### src/hdl/hpsc_pkg.sv
package hpsc_pkg;
  // clock and timing (times in ns)
  localparam int CLK_PERIOD_NS = 100;
  localparam int PROBE_NS = 2000000;
  localparam int PROBE_CYC = PROBE_NS / CLK_PERIOD_NS;
  localparam int POLL_NS = 1000000;
  localparam int POLL_CYC = POLL_NS / CLK_PERIOD_NS;
  localparam int QUAL_NS = 500000;
  localparam int QUAL_CYC = QUAL_NS / CLK_PERIOD_NS;
  localparam int CRIT_NS = 2000000;
  localparam int CRIT_CYC = CRIT_NS / CLK_PERIOD_NS;
  localparam int CNT_W = 16;
  localparam int CFG_W = 8;
  // register map
  localparam logic [7:0] ADDR_CTRL = 8'h00;
  localparam logic [7:0] ADDR_EVT = 8'h18;
  localparam logic [7:0] ADDR_STATUS = 8'h19;
  localparam int CTRL_APPLY = 0;
  localparam int CTRL_BUCK = 1;
  localparam int CTRL_BST_LSB = 2;
  localparam logic [3:0] CTRL_RESET = 4'he;
  localparam int EVT_READY = 0;
  localparam int CFG_LOAD_LSB = 0;
  // synchroniser bit positions
  localparam int SY_INTERNAL_SUPPLY_RAIL_OK = 0;
  localparam int SY_COLD = 1;
  localparam int SY_OVDIS = 2;
  localparam int SY_CHRDY = 3;
  localparam int SY_OVCH = 4;
  localparam int SY_BOVD = 5;
  localparam int SY_BRDY = 6;
  localparam int SY_CHG = 7;
  localparam int SY_TEMP = 8;
  localparam int SY_TDIS = 9;
  localparam int SY_SRCLOW = 10;
  localparam int SY_MPP = 11;
  localparam int SY_SHIP = 12;
  localparam int SY_SDA = 13;
  localparam int SY_SCL = 14;
  localparam int SY_MSG = 15;
  localparam int SY_N = 16;
  typedef enum logic [2:0] {
    ST_RESET, ST_PROBE, ST_START, ST_SUPPLY, ST_DEEP, ST_SLEEP
  } hpsc_state_e;
endpackage
### src/hdl/hpsc_ctrl.sv
// Operation
// - any state goes to reset on rail loss or while shipping hold is high
// - in reset all converters off, rail fed from source, storage idle
// - leave reset after cold start, sample config pins, go to probe
// - shipping hold high at cold start keeps reset; pin polled each period
// - probe measures storage, samples serial lines, no converter, lasts 2 ms
// - probe ends in start above overdischarge, else deep discharge
// - both serial lines low in probe disables serial port, notify held low
// - host traffic re-enables serial port, raises notify and ready flag
// - start charges storage, rail fed from storage, buck off
// - start goes supply on charge ready or aux charging, deep below overdischarge
// - buck and load status need user enable, storage level, discharge temp
// - supply goes sleep at overcharge or sleep condition
// - qualified low storage in supply moves to deep at window end, no cancel
// - deep discharge charges storage, rail from source, buck off
// - deep goes start above overdischarge, reset on rail loss with storage isolated
// - sleep condition: temperature out, all boosts off, or source low
// - supply condition: temperature ok, a boost on, target above source low
// - sleep: no source charging, rail from storage, aux allowed below overcharge, buck allowed
// - sleep returns to supply on supply condition below overcharge or low storage
// - config pins sampled after cold start and each poll; floating reads high
// - status registers stay valid; monitoring stops updating in pin mode
// - after apply bit only shipping pin is used; notify low in reset
// - notify rises on enabled event, cleared by reading the flag register
// - registers lost on rail loss, kept regardless of io reference supply
`timescale 1ns/1ps
module hpsc_ctrl
  import hpsc_pkg::*;
#(
  parameter int PROBE_CYCLES = PROBE_CYC,
  parameter int POLL_CYCLES = POLL_CYC,
  parameter int QUAL_CYCLES = QUAL_CYC,
  parameter int CRIT_CYCLES = CRIT_CYC
) (
  // clock and reset
  input wire logic core_clk,
  input wire logic rst_b,
  // analog comparator results
  input wire logic internal_supply_rail_ok,
  input wire logic internal_supply_rail_cold_ok,
  input wire logic sto_gt_ovdis,
  input wire logic sto_gt_chrdy,
  input wire logic sto_ge_ovch,
  input wire logic sto_gt_buck_ovdis,
  input wire logic sto_gt_buck_rdy,
  input wire logic aux_charging,
  input wire logic temp_in_range,
  input wire logic temp_dis_ok,
  input wire logic src_above_low,
  input wire logic mpp_above_low,
  // pins
  input wire logic shipping_hold_pin,
  input wire logic sda_level,
  input wire logic scl_level,
  input wire logic host_msg_seen,
  input wire logic [CFG_W-1:0] cfg_pins,
  // register port
  input wire logic reg_wr,
  input wire logic reg_rd,
  input wire logic [7:0] reg_addr,
  input wire logic [7:0] reg_wdata,
  output logic [7:0] reg_rdata,
  // power control
  output logic [2:0] op_state,
  output logic boost_en,
  output logic aux_charge_allow,
  output logic buck_en,
  output logic load_status_pin,
  output logic internal_supply_rail_from_sto,
  output logic battery_node_hiz,
  // host side status
  output logic i2c_enabled,
  output logic notify_pin,
  output logic reg_config_mode,
  output logic monitor_update_en,
  output logic [CFG_W-1:0] cfg_sampled
);

  localparam int SW = SY_N + CFG_W;

  typedef struct packed {
    hpsc_state_e st;
    logic [SW-1:0] sync1;
    logic [SW-1:0] sync2;
    logic [CNT_W-1:0] tmr;
    logic [CNT_W-1:0] poll;
    logic [CNT_W-1:0] qual;
    logic [CNT_W-1:0] crit;
    logic sched;
    logic ship;
    logic [CFG_W-1:0] cfg;
    logic i2c_en;
    logic flag;
    logic notify;
    logic [3:0] ctrl;
    logic [7:0] rdata;
  } hpsc_state_s;

  hpsc_state_s s_ff;
  hpsc_state_s nxt_s;
  logic [SW-1:0] sync_in;
  logic [SW-1:0] y;
  logic poll_tick;
  logic crit_end;
  logic reg_mode;
  logic bst_any;
  logic sleep_c;
  logic supply_c;
  logic buck_ok;
  logic ready_set;

  // raw levels into the synchroniser
  assign sync_in = {cfg_pins, host_msg_seen, scl_level, sda_level, shipping_hold_pin,
                    mpp_above_low, src_above_low, temp_dis_ok, temp_in_range,
                    aux_charging, sto_gt_buck_rdy, sto_gt_buck_ovdis, sto_ge_ovch,
                    sto_gt_chrdy, sto_gt_ovdis, internal_supply_rail_cold_ok, internal_supply_rail_ok};
  assign y = s_ff.sync2;

  // derived conditions
  assign poll_tick = s_ff.poll == CNT_W'(POLL_CYCLES - 1);
  assign crit_end = s_ff.crit == CNT_W'(CRIT_CYCLES - 1);
  assign reg_mode = s_ff.ctrl[CTRL_APPLY];
  assign bst_any = reg_mode ? (s_ff.ctrl[CTRL_BST_LSB+:2] != 2'h0) : 1'b1;
  assign sleep_c = !y[SY_TEMP] || !bst_any || !y[SY_SRCLOW];
  assign supply_c = y[SY_TEMP] && bst_any && y[SY_MPP];
  assign buck_ok = (reg_mode ? s_ff.ctrl[CTRL_BUCK] : (s_ff.cfg[CFG_LOAD_LSB+:3] != 3'h0))
                   && (y[SY_CHG] ? y[SY_BOVD] : y[SY_BRDY]) && y[SY_TDIS];

  // next state
  always_comb begin
    nxt_s = s_ff;
    ready_set = 1'b0;
    nxt_s.sync1 = sync_in;
    nxt_s.sync2 = s_ff.sync1;
    nxt_s.poll = poll_tick ? '0 : s_ff.poll + 1'b1;
    nxt_s.crit = crit_end ? '0 : s_ff.crit + 1'b1;
    if (poll_tick) begin
      nxt_s.ship = y[SY_SHIP];
      if (!reg_mode) begin
        nxt_s.cfg = y[SY_N+:CFG_W];
      end
    end
    case (s_ff.st)
      ST_RESET: begin
        nxt_s.tmr = '0;
        nxt_s.i2c_en = 1'b0;
        if (y[SY_COLD] && !s_ff.ship) begin
          nxt_s.st = ST_PROBE;
          if (!reg_mode) begin
            nxt_s.cfg = y[SY_N+:CFG_W];
          end
        end
      end
      ST_PROBE: begin
        nxt_s.tmr = s_ff.tmr + 1'b1;
        if (s_ff.tmr == CNT_W'(PROBE_CYCLES - 1)) begin
          nxt_s.st = y[SY_OVDIS] ? ST_START : ST_DEEP;
          nxt_s.i2c_en = y[SY_SDA] || y[SY_SCL];
          ready_set = y[SY_SDA] || y[SY_SCL];
        end
      end
      ST_START: begin
        if (y[SY_CHRDY] || y[SY_CHG]) begin
          nxt_s.st = ST_SUPPLY;
        end else if (!y[SY_OVDIS]) begin
          nxt_s.st = ST_DEEP;
        end
      end
      ST_SUPPLY: begin
        if (!y[SY_OVDIS] && !s_ff.sched) begin
          if (s_ff.qual == CNT_W'(QUAL_CYCLES - 1)) begin
            nxt_s.sched = 1'b1;
          end else begin
            nxt_s.qual = s_ff.qual + 1'b1;
          end
        end else if (!s_ff.sched) begin
          nxt_s.qual = '0;
        end
        if (s_ff.sched && crit_end) begin
          nxt_s.st = ST_DEEP;
        end else if (y[SY_OVCH] || sleep_c) begin
          nxt_s.st = ST_SLEEP;
        end
      end
      ST_DEEP: begin
        if (y[SY_OVDIS]) begin
          nxt_s.st = ST_START;
        end
      end
      ST_SLEEP: begin
        if ((supply_c && !y[SY_OVCH]) || !y[SY_OVDIS]) begin
          nxt_s.st = ST_SUPPLY;
        end
      end
      default: nxt_s.st = ST_RESET;
    endcase
    if (nxt_s.st != ST_SUPPLY) begin
      nxt_s.sched = 1'b0;
      nxt_s.qual = '0;
    end
    // host traffic wakes a disabled serial port
    if (!s_ff.i2c_en && s_ff.st != ST_RESET && s_ff.st != ST_PROBE && y[SY_MSG]) begin
      nxt_s.i2c_en = 1'b1;
      ready_set = 1'b1;
    end
    // register access
    if (reg_wr && reg_addr == ADDR_CTRL) begin
      nxt_s.ctrl = reg_wdata[3:0];
    end
    if (reg_rd) begin
      case (reg_addr)
        ADDR_CTRL: nxt_s.rdata = {4'h0, s_ff.ctrl};
        ADDR_EVT: nxt_s.rdata = {7'h00, s_ff.flag};
        ADDR_STATUS: nxt_s.rdata = {3'h0, s_ff.i2c_en, s_ff.sched, s_ff.st};
        default: nxt_s.rdata = 8'h00;
      endcase
      if (reg_addr == ADDR_EVT) begin
        nxt_s.flag = 1'b0;
      end
    end
    if (ready_set) begin
      nxt_s.flag = 1'b1; // set wins over read clear
    end
    // rail loss or shipping hold forces reset
    if (!y[SY_INTERNAL_SUPPLY_RAIL_OK] || s_ff.ship) begin
      nxt_s.st = ST_RESET;
      nxt_s.sched = 1'b0;
      nxt_s.qual = '0;
      nxt_s.i2c_en = 1'b0;
      nxt_s.flag = 1'b0;
    end
    if (!y[SY_INTERNAL_SUPPLY_RAIL_OK]) begin
      nxt_s.ctrl = CTRL_RESET;
    end
    nxt_s.notify = nxt_s.flag && nxt_s.i2c_en && nxt_s.st != ST_RESET;
  end

  // state register
  always_ff @(posedge core_clk or negedge rst_b) begin
    if (!rst_b) begin
      s_ff <= '{st: ST_RESET, ctrl: CTRL_RESET, default: '0};
    end else begin
      s_ff <= nxt_s;
    end
  end

  // converter and supply selection per state
  assign op_state = s_ff.st;
  assign boost_en = (s_ff.st == ST_START || s_ff.st == ST_SUPPLY || s_ff.st == ST_DEEP)
                    && bst_any && !y[SY_CHG];
  assign aux_charge_allow = s_ff.st == ST_START || s_ff.st == ST_SUPPLY
                            || s_ff.st == ST_DEEP
                            || (s_ff.st == ST_SLEEP && !y[SY_OVCH]);
  assign buck_en = (s_ff.st == ST_SUPPLY || s_ff.st == ST_SLEEP) && buck_ok;
  assign load_status_pin = buck_en;
  assign internal_supply_rail_from_sto = s_ff.st == ST_START || s_ff.st == ST_SUPPLY
                         || s_ff.st == ST_SLEEP;
  assign battery_node_hiz = s_ff.st == ST_RESET;
  assign i2c_enabled = s_ff.i2c_en;
  assign notify_pin = s_ff.notify;
  assign reg_config_mode = reg_mode;
  assign monitor_update_en = reg_mode && s_ff.st != ST_RESET;
  assign cfg_sampled = s_ff.cfg;
  assign reg_rdata = s_ff.rdata;
endmodule // hpsc_ctrl

### config.mk
export PLATFORM = sky130hd
export DESIGN_NAME = hpsc_ctrl
export DESIGN_NICKNAME = d
export VERILOG_FILES = /design/src/hdl/hpsc_pkg.sv /design/src/hdl/hpsc_ctrl.sv
export SDC_FILE = /design/constraint.sdc
export NUM_CORES = 1
export LEC_CHECK = 0
export BUFFER_PORTS_ARGS = -buffer_cell sky130_fd_sc_hd__clkbuf_2
export CORE_MARGIN = 2
export CORE_UTILIZATION = 45
export DETAILED_ROUTE_END_ITERATION = 12
export GPL_ROUTABILITY_DRIVEN = 0
export GPL_TIMING_DRIVEN = 0
export PLACE_DENSITY = 0.62
export SYNTH_ARGS = -nofsm -noshare
export SYNTH_HDL_FRONTEND = slang
export SYNTH_SLANG_ARGS = --single-unit
### constraint.sdc
create_clock -name core_clk -period 2.9 [get_ports core_clk]
set_clock_uncertainty 0.1 [all_clocks]
set_input_delay 0.29 -clock core_clk [delete_from_list [all_inputs] [get_ports core_clk]]
set_output_delay 0.29 -clock core_clk [all_outputs]
set_load 0.05 [all_outputs]
=== After elaboration in Yosys (flattened, before gate mapping) ===
Index checks and enable logic that the tools add are counted.

* $add $sub $neg: 4
* Multiply operators: 0
* Div/mod/pow operators: 0
* Magnitude comparators: 0
* Equality and inequality tests: 16
* Shift-type cells: 0
* Multiplexer cells: 46
* Bitwise gates (word level): 0
* Reductions and logical operators: 53

{| class="wikitable"
|+ Operators by type and width
! cell !! number
|-
| 2-to-1 mux 16 bit || 8
|-
| adder 16 x 1 -> 16 bit (second input constant) || 4
|-
| 2-to-1 mux 8 bit || 5
|-
| equality test 16 x 15 -> 1 bit (second input constant) || 2
|-
| case mux 16 bit (2 select lines) || 1
|-
| 2-to-1 mux 3 bit || 10
|-
| logical AND 1 bit || 19
|-
| case mux 3 bit (6 select lines) || 1
|-
| nonzero test 3 bit || 6
|-
| equality test 16 x 13 -> 1 bit (second input constant) || 1
|-
| equality test 16 x 14 -> 1 bit (second input constant) || 1
|-
| equality test 8 x 5 -> 1 bit (second input constant) || 2
|-
| 2-to-1 mux 1 bit || 16
|-
| case mux 5 bit (3 select lines) || 1
|-
| logical OR 1 bit || 12
|-
| logical NOT 1 bit || 10
|-
| logical NOT 8 bit || 1
|-
| 2-to-1 mux 4 bit || 2
|-
| equality test 3 x 2 -> 1 bit (second input constant) || 2
|-
| equality test 3 bit (second input constant) || 2
|-
| AND reduction 3 bit || 2
|-
| != test 4 x 1 -> 1 bit (second input constant) || 1
|-
| != test 4 x 2 -> 1 bit (second input constant) || 1
|-
| nonzero test 2 bit || 2
|-
| other kinds (7) || 7
|}

* Flip-flop bits (word level): 140
* Latch bits: 0
* Memory bits (writable): 0
* ROM bits: 0
* Input port bits: 44
* Output and inout bits: 29
* Word-level logic and storage cells: 134
* Memories: 0

=== Longest topological paths before layout ===
* Word-level depth: 12
* Depth in mapped cells: 9

=== Least setup slack after synthesis ===
OpenSTA, ideal clock, no wires.

* Path type: reg-to-output
* From: register s_ff (netlist bit op_state[2])
* To: output port load_status_pin
* Arrival: 2,609 ps
* Slack: -99 ps
* Cell stages (with the launch flop): 6
* Buffers on the path: 2
* Cells stage by stage: dfrtp_1 > clkbuf_1 > nor2b_1 > o21ai_0 > nor3_1 > buf_4

* Cells in the longest elaborated chain, start to end: 3
* Elaborated cells between the ends (all ways): 4
* Those cells by class: 2 x eq/ne; 2 x reduce/logical

{| class="wikitable"
|+ Ends and longest elaborated chain
! what !! line !! text
|-
| start, declared || hpsc_ctrl.sv:99 || <nowiki>hpsc_state_s s_ff;</nowiki>
|-
| start signal, assigned || hpsc_ctrl.sv:243 || <nowiki>s_ff <= nxt_s;</nowiki>
|-
| equality test 3 x 2 -> 1 bit / equality test 3 bit (equally long branches) || hpsc_ctrl.sv:254 || <nowiki>assign buck_en = (s_ff.st == ST_SUPPLY || s_ff.st == ST_SLEEP) && buck_ok;</nowiki>
|-
| logical OR 1 bit * || hpsc_ctrl.sv:254 ||
|-
| logical AND 1 bit * || hpsc_ctrl.sv:254 ||
|-
| end, declared || hpsc_ctrl.sv:68 || <nowiki>output logic load_status_pin,</nowiki>
|}

Mark *: on every way between the ends. The rest lies on a longest branch, timed or not.

=== Final worst setup path ===
* From: register s_ff (netlist bit op_state[0])
* To: output port load_status_pin

The elaborated chain is that of the path after synthesis.

==> metrics.cfg <==
[outcome]
status = completed

[synthesis]
ys_seq_elements = 137
synth.cell_area_um2 = 6020
ys_warn_count = 0
ys_async_sr_fraction_pct = 100
seq_area_frac_synth_pct = 57.0
yosysTopAreaCell = dfrtp_1
avgSynthCellArea_um2 = 10.6
synthCells = 570
yosys-top-cells-area = dfrtp_1 (56%), nand2_1 (3.5%), nor2_1 (3.2%)
synthTopCellsByCount = dfrtp_1 (134), nand2_1 (56), nor2_1 (51)
synthDistinctLibCells = 61
yosys.area.top_type_share_pct = 55.7
synth.most_common_cell = dfrtp_1
synth-edff-count = 0
ys.flop_type = dfrtp_1

[clock_network]
cts_tree = built
path_clk_slew_ps = 60
clkLatencyLatePin_ps = 420
cts.sinks = 137
clockBufferDepth = 2
ctsRootBufferMaster = clkbuf_16
cts_max_level = 4
cts_buffers = 17

[worst_setup_path]
path_delay_family = buffers and inverters
r2r-start = s_ff[78]
crit_chain = clkbuf_1 > clkbuf_2 > nand3_1 > nor3_2 > buf_4 > clkbuf_2
slowest_delay_ps = 370
startpoint = op_state[0]
crit_path_end_kind = output pin
crit_slowest_cell = clkbuf_1
critPathMaxFanout = 10
path_common_cell = clkbuf_2
critical_path_buf_inv_count = 4
crit_required_ps = 2510
critPathKind = flip-flop to output pin
cp-start-kind = flip-flop
crit_arrival_ps = 2310
rr_worst_depth = 9
worst-path-stages = 6

[grt]
track_usage_pct = 18.9
first_global_vias = 4450
grt_use_met1_pct = 25.4
grt_overflow_total = 0
grt_max_degree = 77
grt_pass1_wl_um = 21400
antenna_found_initial = 0
use_met2_pct = 28.8
busiest_layer = met2
met3_usage_pct = 4.94

[power]
pwr-share-comb_pct = 7.8
switchingPower_uw = 1040
total_power_uw = 4630
ir_drop_mv = 0.388
swShare_pct = 22.4
internal-power_uw = 3590
p_leak_uw = 0.00339
power_density_nw_per_um2 = 616
pwr-share-seq_pct = 43.2
power_frac_clock_pct = 49.1

[sta]
finalCritPeriodShare_pct = 93.0
hold_viol_final = 0
max_slew_margin_pct = 38.4
max_freq_mhz = 371
finalMaxSlewViolations = 0
rsz0062_at_grt = false
worst_slack_ps = 204
setup_violations = 0
worstMarginPinSlew_ps = 916
period_needed_ps = 2700

[place]
io_buffer_count = 65
dpl.hpwl_um = 8690
post_dp_cell_area_um2 = 6620
placedCellCount = 814
place_ws_ps = 38.6

[cells_and_area]
area_growth_syn_to_layout_pct = 24.9
fin_area_um2 = 7520
diodes = 0
drive_gt1_share_pct = 21.1
finalNetCount = 731
fin_cells = 872

[flow_run]
maxCapViolCount = 0

[floorplanning]
die_h_um = 120
boundaryPins = 73
rows = 42
start_util_pct = 45.8
fp.dieW_um = 120
fp.dieArea_um2 = 14300
core_um2 = 13100

[drt]
drt-initial-drc-count = 251
antenna_left = 0
dr.pass1.iters = 5
vias = 4610
drt_wl_total_um = 12800
drc = 0
wl_per_cell_um = 14.7
viasPerCell = 5.29

[worst_hold_path]
min_path_cells = 3
min_path_type = primary input to flip-flop
hold_start = reg_wdata[2]

[placed cells by master, fill, tap and decap left out, drive strengths merged, types with 5 or more instances in the layout]
cell         instances
a211oi              14
xor2                20
a31oi                6
and3                 9
o21ai               24
dlygate4sd3         26
nand3               36
a21oi               17
mux2                12
nand4               13
dfrtp              134
nor4                 6
inv                 12
nand2               56
nor3                24
buf                 27
nor2                51
or3                  5
or4                  7
mux2i                6
clkbuf             102
xnor2                8
nor2b                7
[per-layer routing]
layer	routed length (um)	vias to the layer above
met2	6100	121
met3	591	21
met5	0	-
met1	5880	2230
li1	-	2238
met4	240	0
[power by group through the flow]
stage	sequential [uW]	combinational (uW)	clock, uW
floorplan	2020	212	0
global placement	2030	322	0
finish	2000	359	2270
global route	2000	389	2400
CTS	2000	361	2320
detailed placement	2030	332	0
[final cells by class]
cell class / instances / area, um^2
Inverter: 11 / 41.3
Fill cell: 1115 / 5620
Multi-Input combinational cell: 383 / 2330
Tap cell: 176 / 220
Sequential cell: 137 / 3430
Timing Repair Buffer: 92 / 622
Buffer: 41 / 244
Clock buffer: 22 / 464
Clock inverter: 10 / 165
[worst register-to-register path, delay by kind of cell, from the launching register on]
kind	cells	cell delay, ps
and+or+nand+nor	4	1170
DFF	1	370
buffers and inverters	4	800
AOI/OAI and AO/OA	1	140
[timing repair]
action,in CTS,in global routing
resized for setup,1,5
cloned,0,0
pin swaps,0,0
hold buffers,26,0
endpoints found under the hold margin,84,0
endpoints found under the setup margin,1,14
setup buffers,0,0
[sequential cells by signal (all words and copies together) (netlist names)]
register and flops:
cfg_sampled 8, i2c_enabled 1, notify_pin 1, nxt_s 24
op_state 3, reg_config_mode 1, reg_rdata 5, s_ff 70
y 24
[worst paths after layout]
path	endpoint	slack (ps)
max reg2reg	s_ff[41]	200
min	s_ff[10]	10
max in group asynchronous	s_ff[9]	1630
min reg2reg	y[3]	250
max	load_status_pin	200
min in group asynchronous	s_ff[51]	320
[cell families (layout without fill, tap and decap cells)]
kind of cell    after synthesis  in the layout  share of synthesized area [%]
buf+inv                      52            176                           4.70
mux                          18             18                           3.24
other cells                   1              3                         0.0623
simple gates                245            245                           21.0
compound gates               85             85                           9.06
xor+xnor                     28             28                           4.07
fa+ha+maj                     4              4                          0.831
flops                       137            137                           57.0
[through the flow]
stage	hold WS [ps]	util (%)	setup TNS [ps]
after global routing	12.9	57.2	0
after global placement	232	50.1	-91440
after floorplan	-106	-	0
after CTS	1.52	57.1	0
after detailed placement	209	50.4	0
final	11.1	57.2	0
Power figures use the tool's default switching activity.
